===== config.mk =====
export PLATFORM = sky130hd
export DESIGN_NAME = lsis_top
export DESIGN_NICKNAME = d
export VERILOG_FILES = /design/src/lsis_pkg.sv /design/src/lsis_top.sv
export SDC_FILE = /design/constraint.sdc
export NUM_CORES = 1
export LEC_CHECK = 0
export ABC_AREA = 1
export ABC_CLOCK_PERIOD_IN_PS = 1400
export BUFFER_PORTS_ARGS = -buffer_cell sky130_fd_sc_hd__buf_2
export CORE_MARGIN = 5
export CORE_UTILIZATION = 44
export CTS_CLUSTER_SIZE = 14
export DETAILED_ROUTE_END_ITERATION = 16
export PLACE_DENSITY = 0.77
export SLEW_MARGIN = 20
export SYNTH_ARGS = -nofsm -noshare
export SYNTH_HDL_FRONTEND = slang
export SYNTH_SLANG_ARGS = --single-unit
export TNS_END_PERCENT = 30

===== constraint.sdc =====
create_clock -name CLK -period 1.4 [get_ports CLK]
set_input_delay 0.14 -clock CLK [delete_from_list [all_inputs] [get_ports CLK]]
set_output_delay 0.14 -clock CLK [all_outputs]
set_load 0.1 [all_outputs]

===== src/lsis_pkg.sv =====
// Package with register map, field positions and state types for the link mode/status block
package lsis_pkg;

  // ====================================================================
  // Register indices (one byte register per address)
  localparam logic [3:0] LSIS_ADDR_CTRL   = 4'h0; // Control: request, enable, config
  localparam logic [3:0] LSIS_ADDR_STATUS = 4'h1; // link_status
  localparam logic [3:0] LSIS_ADDR_VECTOR = 4'h2; // state_vector
  localparam logic [3:0] LSIS_ADDR_EVT    = 4'h3; // Sticky event status
  localparam logic [3:0] LSIS_ADDR_MASK   = 4'h4; // Event mask
  localparam logic [3:0] LSIS_ADDR_WONCE  = 4'h5; // Write-once configuration

  // ====================================================================
  // Control register fields
  localparam int CTRL_REQ_BIT  = 0; // reset_mode_request
  localparam int CTRL_EN_BIT   = 1; // module_enable_bit
  localparam int CTRL_BTM_BIT  = 2; // bit_time_measure_mode
  localparam int CTRL_IGNORE_MESSAGE_BIT_BIT = 3; // ignore_message_bit
  localparam logic [7:0] CTRL_RESET = 8'h01; // Request set out of reset
  localparam logic [7:0] CTRL_MASK  = 8'h0f;

  // ====================================================================
  // link_status fields
  localparam int STS_ACT_BIT  = 7;
  localparam int STS_ACK_BIT  = 5;
  localparam int STS_FLAG_BIT = 0;

  // ====================================================================
  // State vector codes of the two completion sources
  localparam logic [7:0] SV_NONE     = 8'h00;
  localparam logic [7:0] SV_TX_EMPTY = 8'h08;
  localparam logic [7:0] SV_RX_FULL  = 8'h10;

  // ====================================================================
  // Event status / mask fields
  localparam int EVT_EDGE_BIT = 0;
  localparam int EVT_RX_BIT   = 1;
  localparam int EVT_TX_BIT   = 2;
  localparam int EVT_ACK_BIT  = 3;
  localparam int EVT_NUM      = 4;

  // ====================================================================
  // Receive filter length in cycles
  localparam int RX_FILT_LEN = 4;

  // ====================================================================
  // Operating modes
  typedef enum logic [2:0] {
    LSIS_RESET    = 3'b001,
    LSIS_DISABLED = 3'b010,
    LSIS_RUN      = 3'b100
  } lsis_mode_t;

  // Completion and other interrupt events from the protocol engine
  typedef struct packed {
    logic rx_full_ok;
    logic tx_empty_ok;
    logic other_irq;
  } lsis_evt_t;

endpackage


===== src/lsis_top.sv =====
// Mode control, status register and interrupt logic of the link slave
//
// Strobed register access and the register offsets are this design's own decisions.
`timescale 1ns/1ps
module lsis_top
  import lsis_pkg::*;
#(
  parameter int FILT_LEN = RX_FILT_LEN
) (
  // Clock and reset
  input  wire logic       CLK,
  input  wire logic       RESET,
  // Register port
  input  wire logic [3:0] ADDR,
  input  wire logic [7:0] WDATA,
  input  wire logic       WR,
  input  wire logic       RD,
  output logic      [7:0] RDATA,
  // Link pin and protocol engine
  input  wire logic       RX_PIN,
  input  wire lsis_evt_t  EVT,
  input  wire logic [7:0] PROTO_VECTOR,
  // Mode outputs
  output logic            LINK_CLK_EN,
  output logic            RUN_MODE,
  output logic            IRQ
);

  // ====================================================================
  // Receive pin synchroniser and digital filter
  // The pin is asynchronous, so only rx_s2_ff feeds the filter; rx_s1_ff may
  // still be settling. Reset values are recessive so no false edge follows reset.
  // A dominant pulse shorter than FILT_LEN cycles never reaches the filter output.
  logic                rx_s1_ff, rx_s2_ff, rx_filt_ff, nxt_rx_filt;
  logic [FILT_LEN-1:0] rx_hist_ff, nxt_rx_hist;
  logic                fall_edge;

  always_comb begin
    nxt_rx_hist = {rx_hist_ff[FILT_LEN-2:0], rx_s2_ff};
    nxt_rx_filt = rx_filt_ff;
    if (&rx_hist_ff) begin
      nxt_rx_filt = 1'b1;
    end else if (~|rx_hist_ff) begin
      nxt_rx_filt = 1'b0;
    end
  end

  // Filter holds its last level until the pin is stable for FILT_LEN cycles
  always_ff @(posedge CLK or posedge RESET) begin
    if (RESET) begin
      rx_s1_ff   <= 1'b1;
      rx_s2_ff   <= 1'b1;
      rx_hist_ff <= '1;
      rx_filt_ff <= 1'b1;
    end else begin
      rx_s1_ff   <= RX_PIN;
      rx_s2_ff   <= rx_s1_ff;
      rx_hist_ff <= nxt_rx_hist;
      rx_filt_ff <= nxt_rx_filt;
    end
  end

  // Edge taken from the next filter value so the semaphore sets one cycle sooner
  assign fall_edge = rx_filt_ff & ~nxt_rx_filt;

  // ====================================================================
  // Register decode
  // Reads have no side effect except on the sticky event register
  // Writes to unmapped or read-only indices fall through and are ignored
  logic wr_ctrl, wr_status, wr_mask, wr_wonce, rd_evt;
  assign wr_ctrl   = WR && (ADDR == LSIS_ADDR_CTRL);
  assign wr_status = WR && (ADDR == LSIS_ADDR_STATUS);
  assign wr_mask   = WR && (ADDR == LSIS_ADDR_MASK);
  assign wr_wonce  = WR && (ADDR == LSIS_ADDR_WONCE);
  assign rd_evt    = RD && (ADDR == LSIS_ADDR_EVT);

  // ====================================================================
  // Mode state machine and control bits
  lsis_mode_t mode_ff, nxt_mode;
  logic [7:0] ctrl_ff, nxt_ctrl;
  logic       wonce_ff, nxt_wonce, wonce_done_ff, nxt_wonce_done;
  logic       ack;

  // Acknowledge follows the request bit while in reset mode; a system reset
  // leaves the request set, so software sees it until the request is cleared
  assign ack = (mode_ff == LSIS_RESET) && ctrl_ff[CTRL_REQ_BIT];

  always_comb begin
    nxt_ctrl       = ctrl_ff;
    nxt_wonce      = wonce_ff;
    nxt_wonce_done = wonce_done_ff;
    nxt_mode       = mode_ff;
    if (wr_ctrl) begin
      if (ack) begin
        // Only the request bit listens while acknowledged; rest stays reset
        nxt_ctrl = CTRL_RESET & 8'hfe;
        nxt_ctrl[CTRL_REQ_BIT] = WDATA[CTRL_REQ_BIT];
      end else begin
        nxt_ctrl = WDATA & CTRL_MASK;
      end
    end
    // Write-once bit is exempt from the acknowledge hold
    if (wr_wonce && !wonce_done_ff) begin
      nxt_wonce      = WDATA[0];
      nxt_wonce_done = 1'b1;
    end
    // Mode moves look at the next control value so a write acts at the very
    // next edge; run is only ever reached through the disabled mode
    case (mode_ff)
      LSIS_RESET: begin
        if (!nxt_ctrl[CTRL_REQ_BIT]) begin
          nxt_mode = LSIS_DISABLED;
        end
      end
      LSIS_DISABLED: begin
        if (nxt_ctrl[CTRL_REQ_BIT]) begin
          nxt_mode = LSIS_RESET;
        end else if (nxt_ctrl[CTRL_EN_BIT]) begin
          nxt_mode = LSIS_RUN;
        end
      end
      LSIS_RUN: begin
        if (nxt_ctrl[CTRL_REQ_BIT]) begin
          nxt_mode = LSIS_RESET;
        end else if (!nxt_ctrl[CTRL_EN_BIT]) begin
          nxt_mode = LSIS_DISABLED;
        end
      end
      default: nxt_mode = LSIS_RESET;
    endcase
    // Entering or staying in reset mode snaps control back to its reset value
    if (nxt_mode == LSIS_RESET) begin
      nxt_ctrl = CTRL_RESET;
    end
  end

  // System reset, including power-up, forces reset mode at once
  always_ff @(posedge CLK or posedge RESET) begin
    if (RESET) begin
      mode_ff       <= LSIS_RESET;
      ctrl_ff       <= CTRL_RESET;
      wonce_ff      <= 1'b0;
      wonce_done_ff <= 1'b0;
    end else begin
      mode_ff       <= nxt_mode;
      ctrl_ff       <= nxt_ctrl;
      wonce_ff      <= nxt_wonce;
      wonce_done_ff <= nxt_wonce_done;
    end
  end

  // Engine clock gate request: low in reset mode
  // Limitation: this only requests the gate; the clock cell sits outside
  assign LINK_CLK_EN = (mode_ff != LSIS_RESET);
  assign RUN_MODE    = (mode_ff == LSIS_RUN);

  // ====================================================================
  // Status bits: activity semaphore, pending flag, state vector
  // The semaphore is only meaningful in run mode; in bit-time measurement
  // mode software must ignore it, so no special case is made for that mode
  logic       act_ff, nxt_act, flag_ff, nxt_flag;
  logic [7:0] sv_ff, nxt_sv;
  logic       any_src, done_evt, run;

  assign run      = (mode_ff == LSIS_RUN);
  assign any_src  = run && (EVT.rx_full_ok || EVT.tx_empty_ok || EVT.other_irq);
  assign done_evt = run && (EVT.rx_full_ok || EVT.tx_empty_ok);

  always_comb begin
    nxt_act  = act_ff;
    nxt_flag = flag_ff;
    nxt_sv   = sv_ff;
    // Completion clears; a fresh edge in the same cycle wins and sets again
    if (done_evt) begin
      nxt_act = 1'b0;
    end
    if (run && fall_edge) begin
      nxt_act = 1'b1;
    end
    // Only a one in bit 0 clears; other status writes are dropped
    if (wr_status && WDATA[STS_FLAG_BIT]) begin
      nxt_flag = 1'b0;
    end
    if (any_src) begin
      nxt_flag = 1'b1;
    end
    if (EVT.rx_full_ok) begin
      nxt_sv = SV_RX_FULL;
    end else if (EVT.tx_empty_ok) begin
      nxt_sv = SV_TX_EMPTY;
    end else if (any_src) begin
      nxt_sv = PROTO_VECTOR;
    end
    if (mode_ff == LSIS_RESET) begin
      nxt_act  = 1'b0;
      nxt_flag = 1'b0;
      nxt_sv   = SV_NONE;
    end
  end

  // Status registers, cleared by any system reset
  always_ff @(posedge CLK or posedge RESET) begin
    if (RESET) begin
      act_ff  <= 1'b0;
      flag_ff <= 1'b0;
      sv_ff   <= SV_NONE;
    end else begin
      act_ff  <= nxt_act;
      flag_ff <= nxt_flag;
      sv_ff   <= nxt_sv;
    end
  end

  // ====================================================================
  // Sticky event status, read-to-clear, with mask
  logic [EVT_NUM-1:0] evt_ff, nxt_evt, mask_ff, nxt_mask, evt_in;
  logic               ack_dly_ff;

  assign evt_in[EVT_EDGE_BIT] = run && fall_edge;
  assign evt_in[EVT_RX_BIT]   = run && EVT.rx_full_ok;
  assign evt_in[EVT_TX_BIT]   = run && EVT.tx_empty_ok;
  assign evt_in[EVT_ACK_BIT]  = ack & ~ack_dly_ff;

  // Set wins over the read-clear so no event is lost
  // Mask belongs to the register set, so it is held cleared while the
  // acknowledge is up; the sticky bits still record the acknowledge rise
  always_comb begin
    nxt_mask = mask_ff;
    if (ack) begin
      nxt_mask = '0;
    end else if (wr_mask) begin
      nxt_mask = WDATA[EVT_NUM-1:0];
    end
    nxt_evt  = (rd_evt ? '0 : evt_ff) | evt_in;
  end

  // Event, mask and acknowledge-delay registers
  always_ff @(posedge CLK or posedge RESET) begin
    if (RESET) begin
      evt_ff     <= '0;
      mask_ff    <= '0;
      ack_dly_ff <= 1'b1; // Matches ack after reset, so no false rise
    end else begin
      evt_ff     <= nxt_evt;
      mask_ff    <= nxt_mask;
      ack_dly_ff <= ack;
    end
  end

  // Level output: stays high until the flag is cleared and the events read
  assign IRQ = flag_ff | (|(evt_ff & mask_ff));

  // ====================================================================
  // Read data, one cycle after the read strobe
  logic [7:0] rdata_ff, nxt_rdata;

  always_comb begin
    nxt_rdata = 8'h00;
    if (RD) begin
      case (ADDR)
        LSIS_ADDR_CTRL: nxt_rdata = ctrl_ff;
        LSIS_ADDR_STATUS: begin
          nxt_rdata[STS_ACT_BIT]  = act_ff;
          nxt_rdata[STS_ACK_BIT]  = ack;
          nxt_rdata[STS_FLAG_BIT] = flag_ff;
        end
        LSIS_ADDR_VECTOR: nxt_rdata = sv_ff;
        LSIS_ADDR_EVT:    nxt_rdata = {{(8-EVT_NUM){1'b0}}, evt_ff};
        LSIS_ADDR_MASK:   nxt_rdata = {{(8-EVT_NUM){1'b0}}, mask_ff};
        LSIS_ADDR_WONCE:  nxt_rdata = {7'h00, wonce_ff};
        default:          nxt_rdata = 8'h00;
      endcase
    end
  end

  // Zero outside a read cycle so the bus side can OR-combine read data
  always_ff @(posedge CLK or posedge RESET) begin
    if (RESET) begin
      rdata_ff <= 8'h00;
    end else begin
      rdata_ff <= nxt_rdata;
    end
  end

  assign RDATA = rdata_ff;

endmodule


**Word-level counts from Yosys, hierarchy flattened**

Index checks and enable logic that the tools add are counted.

- Flip-flop bits (word level): 47
- Bits of input ports: 28
- Output and inout bits: 11
- Word-level logic and storage cells: 88

- Equality and inequality tests: 10
- Multiplexer cells: 30
- Bitwise gates (word level): 7
- Reduce and logical (&&, ||, !) cells: 25

Operator list:

| kind | count |
|---|---|
| $mux W8 | 7 |
| $mux W4 | 4 |
| $pmux W4 S4 | 1 |
| $mux W3 | 5 |
| $logic_and A1 B1 Y1 | 13 |
| $pmux W3 S3 | 1 |
| $eq A4 B2 Y1 const B | 2 |
| $eq A4 B3 Y1 const B | 2 |
| $mux W1 | 8 |
| $reduce_or A4 Y1 | 2 |
| $eq A3 B1 Y1 const B | 2 |
| $pmux W1 S3 | 2 |
| $pmux W1 S6 | 1 |
| $reduce_bool A3 Y1 | 2 |
| $and A4 B4 Y4 | 1 |
| $eq A4 B1 Y1 const B | 1 |
| $logic_not A4 Y1 | 1 |
| $or A4 B4 Y4 | 1 |
| $reduce_and A4 Y1 | 1 |
| $reduce_bool A2 Y1 | 2 |
| $reduce_bool A4 Y1 | 1 |
| $eq A3 B2 Y1 const B | 1 |
| $eq A3 B3 Y1 const B | 1 |
| $ne A3 B1 Y1 const B | 1 |
| other kinds (6) | 9 |

**Longest topological paths before layout**

Gate-level depths: netlist of run 1.

- Word-level depth: 9
- Mapped depth: 8
- Depth with buffers taken out: 8

**Worst setup path before layout of run 1**

OpenSTA, ideal clock, no wires.

- Path type: reg2reg
- From: register mode_ff[0]
- To: register evt_ff[0]
- Library setup time: 136 ps
- Arrival: 1504 ps
- Data required time: 1264 ps
- Slack: -239 ps
- Stages on the path, launching flop included: 6
- Buffers on the path: 0
- Period minus slack after synthesis: 1639 ps
- Cells stage by stage: dfstp_2 > nor2_2 > nand2_2 > inv_1 > nand4_1 > o21ai_0

- Word-level cells in the longest chain between the ends: 3

RTL lines:

| what | line | source |
|---|---|---|
| start, declared | lsis_top.sv:79 | `lsis_mode_t mode_ff, nxt_mode;` |
| start signal, assigned | lsis_top.sv:145 | `mode_ff <= nxt_mode;` |
| $eq A3 B3 Y1 | - |  |
| named net RUN_MODE | lsis_top.sv:25 | `output logic RUN_MODE,` |
| $logic_and A1 B1 Y1 | lsis_top.sv:219 | `assign evt_in[EVT_EDGE_BIT] = run && fall_edge;` |
| $or A4 B4 Y4 | lsis_top.sv:234 | `nxt_evt = (rd_evt ? '0 : evt_ff) \| evt_in;` |
| named net nxt_evt[0] | lsis_top.sv:216 | `logic [EVT_NUM-1:0] evt_ff, nxt_evt, mask_ff, nxt_mask, evt_in;` |
| end signal, assigned | lsis_top.sv:244 | `evt_ff <= nxt_evt;` |
| end, declared | lsis_top.sv:216 |  |

The timed path passes the listed nets, and every way through them passes these cells.
A chain may end at the register's enable or synchronous reset.

**Worst setup path after layout of run 1**

- From: register mode_ff[0]
- To: output RUN_MODE

- Word-level cells in the longest chain between the ends: 1

RTL lines:

| what | line | source |
|---|---|---|
| $eq A3 B3 Y1 | lsis_top.sv:155 | `assign RUN_MODE = (mode_ff == LSIS_RUN);` |
| end, declared | lsis_top.sv:25 |  |

No other way between the ends.

==> results of run 1 <==
-- cells by family after synthesis --
kind of cell / share of synthesized area, %
compound gates: 9.21
buf+inv: 7.27
flops: 52.7
simple gates: 30.8
-- placed cells by master, fill, tap and decap left out, drive strengths merged --
cell         instances
clkinvlp             1
nand2               49
nand3               31
a21oi                7
o22ai                4
nand4                2
and3                 1
nand3b               1
buf                 40
dlygate4sd3          2
o21ai               20
clkinv               4
nor2                24
clkbuf               5
dfstp               10
inv                 32
o211ai               1
nor3                 4
nor3b                1
dfrtp               33
-- report_power, final --
part	switching (mW)	internal [mW]	total (mW)	leakage [nW]
clock network	0.459	0.357	0.816	0.0443
registers	0.0855	1.39	1.47	0.549
logic	0.637	0.294	0.931	0.635
total	1.18	2.04	3.22	1.23
-- per-layer routing --
layer | GRT usage, % | up-vias | routed length [um]
li1 | - | 817 | -
met1 | 18.4 | 762 | 1810
met2 | 23.9 | 30 | 2110
met3 | 3.56 | 4 | 188
met4 | 4.20 | 0 | 43
met5 | 0 | - | 0
-- worst max-delay path, delay by kind of cell (launching register included) --
kind / cells / cell delay, ps
buffers and inverters: 2 / 210
AND/OR/NAND/NOR: 2 / 130
flip-flops: 1 / 610
-- per-stage QoR --
stage | power, mW | cell area (um^2) | setup WS (ps)
global route | 3.38 | 2510 | -58.2
detailed placement | 2.36 | 2350 | 93.5
finish | 3.22 | 2510 | 9.18
CTS | 3.22 | 2490 | 3.10
floorplan | 2.11 | 2070 | -239
global placement | 2.34 | 2350 | 143
-- what timing repair did --
action                     CTS  global route
setup endpoints to repair    3             5
setup buffers                3             1
pin swaps                    1             2
hold endpoints to repair    34             0
gates resized for setup      8             3
hold buffers                 2             0
-- area by class of cell --
type                            instances  area [um^2]  share of cell area (%)
Clock inverter                          3         25.0                   0.996
Clock buffer                            5         68.8                    2.74
Tap cell                               54         67.6                    2.69
Sequential cell                        43         1090                    43.4
Inverter                               34          135                    5.38
Multi-Input combinational cell        145          838                    33.4
Timing Repair Buffer                   42          288                    11.5
-- state kept, by name, indices dropped and copies added, names as in the netlist --
name,count
mode_ff,3
ack_dly_ff,1
rx_s2_ff,1
rx_filt_ff,1
rx_s1_ff,1
act_ff,1
flag_ff,1
ctrl_ff,4
mask_ff,4
RDATA,8
rx_hist_ff,4
wonce_done_ff,1
sv_ff,8
wonce_ff,1
evt_ff,4
-- worst max-delay path by stage --
stage / end / slack, ps / cells past startpoint
floorplan: evt_ff[0] / -240 / 5
global placement: mode_ff[2] / 140 / 6
detailed placement: mode_ff[2] / 90 / 6
CTS: IRQ / 3 / 5
global route: IRQ / -60 / 5
finish: RUN_MODE / 9 / 4
==> results.sh, run 1 <==
export IMPL_status="complete, no violations"
export IMPL_fin_nets=299
export IMPL_drive_above_1_share_pct=37.5
export IMPL_ant_nets=0
export IMPL_synth_area_leader_cell="dfrtp_1"
export IMPL_die_w_um=78.5
export IMPL_cts_buffer_depth=2
export IMPL_coreArea_um2=4630
export IMPL_rr_startpoint="mode_ff[0]"
export IMPL_cts_root_buf="clkbuf_8"
export IMPL_finalHoldViolCount=0
export IMPL_htreeDepth=2
export IMPL_grt_max_degree=44
export IMPL_drv_slew=0
export IMPL_rr_worst_depth=8
export IMPL_setup_violations=0
export IMPL_tritoncts="done"
export IMPL_routed_via_count=1613
export IMPL_crit_type="reg -> out"
export IMPL_cpPeakStageDelay_ps=610
export IMPL_worstHoldPathType="in -> reg"
export IMPL_routed_via_density=4.95
export IMPL_r2r_end="sv_ff[3]"
export IMPL_gp_congestion=0.835
export IMPL_synth_flop_cell="dfrtp_1"
export IMPL_drc=0
export IMPL_ys_ff_latch=43
export IMPL_clock_latency_ps=300
export IMPL_overflow=0
export IMPL_grtUsageTotal_pct=14.3
export IMPL_grt_first_pass_wirelength_mm=6.98
export IMPL_critPathLaunchType="register"
export IMPL_pwr_density_cell_nw_per_um2=1280
export IMPL_r2r_setup_slack_ps=60
export IMPL_ys_top_cells_by_area="dfrtp_1 40%, dfstp_2 13%, nand2_1 7.3%"
export IMPL_area_delta_synth_final_pct=21.6
export IMPL_arrival_ps=1250
export IMPL_antenna_found_initial=0
export IMPL_portBuffers=34
export IMPL_clock_sinks=43
export IMPL_finalCritPeriodShare_pct=99.3
export IMPL_yosysTopAreaCellShare_pct=40.0
export IMPL_whs_ps=67.7
export IMPL_routed_wl_mm=4.15
export IMPL_worstPathRequired_ps=1260
export IMPL_cp_slowest_cell="dfstp_2"
export IMPL_worstHoldStart="PROTO_VECTOR[2]"
export IMPL_critical_path_cell_chain="nor2_2, nand2_2, inv_2, buf_12"
export IMPL_dieHeight_um=78.5
export IMPL_detail_route_first_pass_iterations=4
export IMPL_post_route_util_pct=54.3
export IMPL_ys_types=31
export IMPL_grt_setup_unrepaired="true"
export IMPL_slew_headroom_pct=65.9
export IMPL_yosys_warnings=0
export IMPL_end_kind="output pin"
export IMPL_async_flop_share_pct=100
export IMPL_wl_per_cell_um=12.7
export IMPL_p_leak_nw=1.23
export IMPL_whs_endpoint="sv_ff[2]"
export IMPL_clk_pin_slew_ps=90
export IMPL_max_freq_mhz=719
export IMPL_crit_fanout=5
export IMPL_yosysSeqAreaShare_pct=52.7
export IMPL_syn_inst=223
export IMPL_yosysMostFrequentCell="nand2_1"
export IMPL_dp_cells=312
export IMPL_clock_skew_ps=10.7
export IMPL_syn_cell_area_um2=2070
export IMPL_synth_commonest_cells="40 x nand2_1, 33 x dfrtp_1, 27 x inv_1"
export IMPL_num_fill_cells=451
export IMPL_initial_core_util_pct=44.6
export IMPL_whs_path_depth=3
export IMPL_io_pin_count=39
export IMPL_cts_buffers=5
export IMPL_avgSynthCellArea_um2=9.26
export IMPL_diodes=0
export IMPL_hpwl_mm=3.18
export IMPL_syn_nets=251
export IMPL_num_rows=25
export IMPL_tns_ps=0
export IMPL_max_cap_violations=0
export IMPL_synth_edf_count=0
export IMPL_grt_pass1_vias=1519
export IMPL_ir_worst_vdd_v=0.000819
export IMPL_cp_startpoint="mode_ff[0]"
export IMPL_die_area_um2=6170
export IMPL_worstMarginPinSlew_ps=507
export IMPL_finalNonFillerCells=326
export IMPL_finalCriticalPeriod_ps=1390
export IMPL_drt_iter0_markers=92
(Power assumes the default switching activity.)
==> run 2, diff against run 1 <==
==> constraint.sdc (replaced) <==
create_clock -name CLK -period 1.4 [get_ports CLK]
set_input_delay 0.28 -clock CLK [delete_from_list [all_inputs] [get_ports CLK]]
set_output_delay 0.28 -clock CLK [all_outputs]
set_load 0.1 [all_outputs]
==> run 2 against run 1 <==
Against the previous run:
- the run now ends with setup timing left
- via count increased by 8.1%
- clock power increased by 5.0%
- clock skew decreased by 8.6 ps
- cell area increased by 8.3%
- wire length increased by 21%
- count of clock-buffer cells in the layout increased by 3
- critical endpoint is now IRQ
- largest cell class unchanged
==> results.sh, run 2 (synthesis results as in run 1) <==
export IMPL_status="finished with violations"
export IMPL_violations="setup timing"
export IMPL_dieHeight_um=78.5
export IMPL_io_pin_count=39
export IMPL_drive_above_1_share_pct=42.3
export IMPL_post_route_util_pct=58.8
export IMPL_worstSetupEndpoint="IRQ"
export IMPL_num_rows=25
export IMPL_wl_per_cell_um=14.6
export IMPL_pwr_density_cell_nw_per_um2=1320
export IMPL_num_fill_cells=399
export IMPL_finalNonFillerCells=345
export IMPL_worstHoldPathType="in -> async"
export IMPL_clock_skew_ps=2.11
export IMPL_crit_fanout=2
export IMPL_grt_pass1_vias=1739
export IMPL_routedLengthMet1_mm=2.00
export IMPL_routed_top_layer="met4"
export IMPL_arrival_ps=1290
export IMPL_postCtsHoldBufs=0
export IMPL_tritoncts="done"
export IMPL_clock_sinks=43
export IMPL_grtUsageTotal_pct=16.4
export IMPL_final_common_cell="nand2_1"
export IMPL_die_area_um2=6170
export IMPL_clock_latency_ps=300
export IMPL_rr_startpoint="mode_ff[1]"
export IMPL_setup_violations=3
export IMPL_grt_max_degree=44
export IMPL_area_delta_synth_final_pct=31.7
export IMPL_clk_pin_slew_ps=80
export IMPL_hpwl_mm=3.38
export IMPL_detail_route_first_pass_iterations=4
export IMPL_die_w_um=78.5
export IMPL_antenna_found_initial=0
export IMPL_wl_met3_um=280
export IMPL_drc=0
export IMPL_most_common_layout_cells="40 x nand2_1, 31 x dfrtp_1, 31 x buf_2, 23 x nand3_1, 22 x inv_1"
export IMPL_cp_startpoint="evt_ff[0]"
export IMPL_gp_congestion=0.843
export IMPL_htreeDepth=2
export IMPL_drv_slew=0
export IMPL_finalInstanceArea_um2=2720
export IMPL_r2r_setup_slack_ps=0
export IMPL_rr_worst_depth=9
export IMPL_ant_nets=0
export IMPL_routed_wl_mm=5.03
export IMPL_worstMarginPinSlew_ps=486
export IMPL_worstPathRequired_ps=1120
export IMPL_portBuffers=34
export IMPL_finalCritPeriodShare_pct=112
export IMPL_max_cap_violations=0
export IMPL_dp_cells=315
export IMPL_routed_via_density=5.06
export IMPL_diodes=0
export IMPL_end_kind="output pin"
export IMPL_ir_worst_vdd_v=0.000671
export IMPL_finalCriticalPeriod_ps=1570
export IMPL_finalHoldViolCount=0
export IMPL_max_freq_mhz=635
export IMPL_grt_setup_unrepaired="true"
export IMPL_slew_headroom_pct=67.8
export IMPL_initial_core_util_pct=44.6
export IMPL_fin_nets=318
export IMPL_cts_buffer_depth=2
export IMPL_routed_via_count=1744
export IMPL_cts_root_buf="clkbuf_8"
export IMPL_cts_buffers=5
export IMPL_fin_ws_ps=-174
export IMPL_overflow=0
export IMPL_r2r_end="sv_ff[4]"
export IMPL_coreArea_um2=4630
export IMPL_placed_cell_area_um2=2380
export IMPL_p_leak_nw=1.34
export IMPL_grt_first_pass_wirelength_mm=7.94
export IMPL_crit_type="reg -> out"
export IMPL_drt_iter0_markers=118
export IMPL_critPathLaunchType="register"
export IMPL_route_met2_wl_mm=2.63
export IMPL_pre_cts_ws_ps=42.2
[run 2: changes by cell type in the layout (fill, tap and decap cells not counted), sizes merged]
cell	change
clkinvlp	-1
clkbuf	+3
dlygate4sd3	-2
clkinv	-1
buf	+20
inv	-1
nor2	+1
[run 2: routing by layer]
| metal | vias up | GRT usage, % |
|---|---|---|
| met2 | 63 | 28.5 |
| met4 | 0 | 7.34 |
| met1 | 807 | 19.1 |
| li1 | 859 | - |
| met5 | - | 0 |
| met3 | 15 | 4.01 |
[run 2: timing repair]
item / CTS / global route
cloned: 0 / 1
setup buffers: 13 / 10
gates resized for setup: 17 / 10
setup endpoints to repair: 3 / 16
pin swaps: 3 / 4
[run 2: worst min-delay path by stage]
stage | start | to | slack (ps)
after floorplan | RX_PIN | rx_s1_ff | 280
after global placement | RESET | mode_ff[2] | 350
after detailed placement | rx_s1_ff | rx_s2_ff | 350
after CTS | RESET | ctrl_ff[1] | 30
after global routing | RESET | ctrl_ff[1] | 60
final | RESET | evt_ff[1] | 30
[run 2: worst max-delay path, cell delays in order (launching register included)]
cell and delay, ps:
dfrtp_1 400, inv_2 70, o22ai_1 80, a21oi_1 160
nand2_1 110, buf_12 180
[run 2: stage by stage]
stage          total power, mW  hold WS (ps)  TNS, ps
2_1_floorplan             2.11           284     -843
3_3_place_gp              2.36           347        0
3_5_place_dp              2.38           349        0
4_1_cts                   3.49          27.3     -348
5_1_grt                   3.76          56.6     -847
6_report                  3.60          31.4     -380
[run 2: cell type report]
class | instances | area (um^2) | area share (%)
Clock buffer | 8 | 100 | 3.68
Inverter | 34 | 148 | 5.43
Multi-Input combinational cell | 146 | 868 | 31.9
Sequential cell | 43 | 1090 | 40.1
Tap cell | 54 | 67.6 | 2.48
Timing Repair Buffer | 60 | 445 | 16.4
[run 2: report_power, final]
group | internal (mW) | total (mW) | switching [mW]
Combinational | 0.508 | 1.26 | 0.756
Sequential | 1.39 | 1.48 | 0.0884
Clock | 0.450 | 0.857 | 0.407
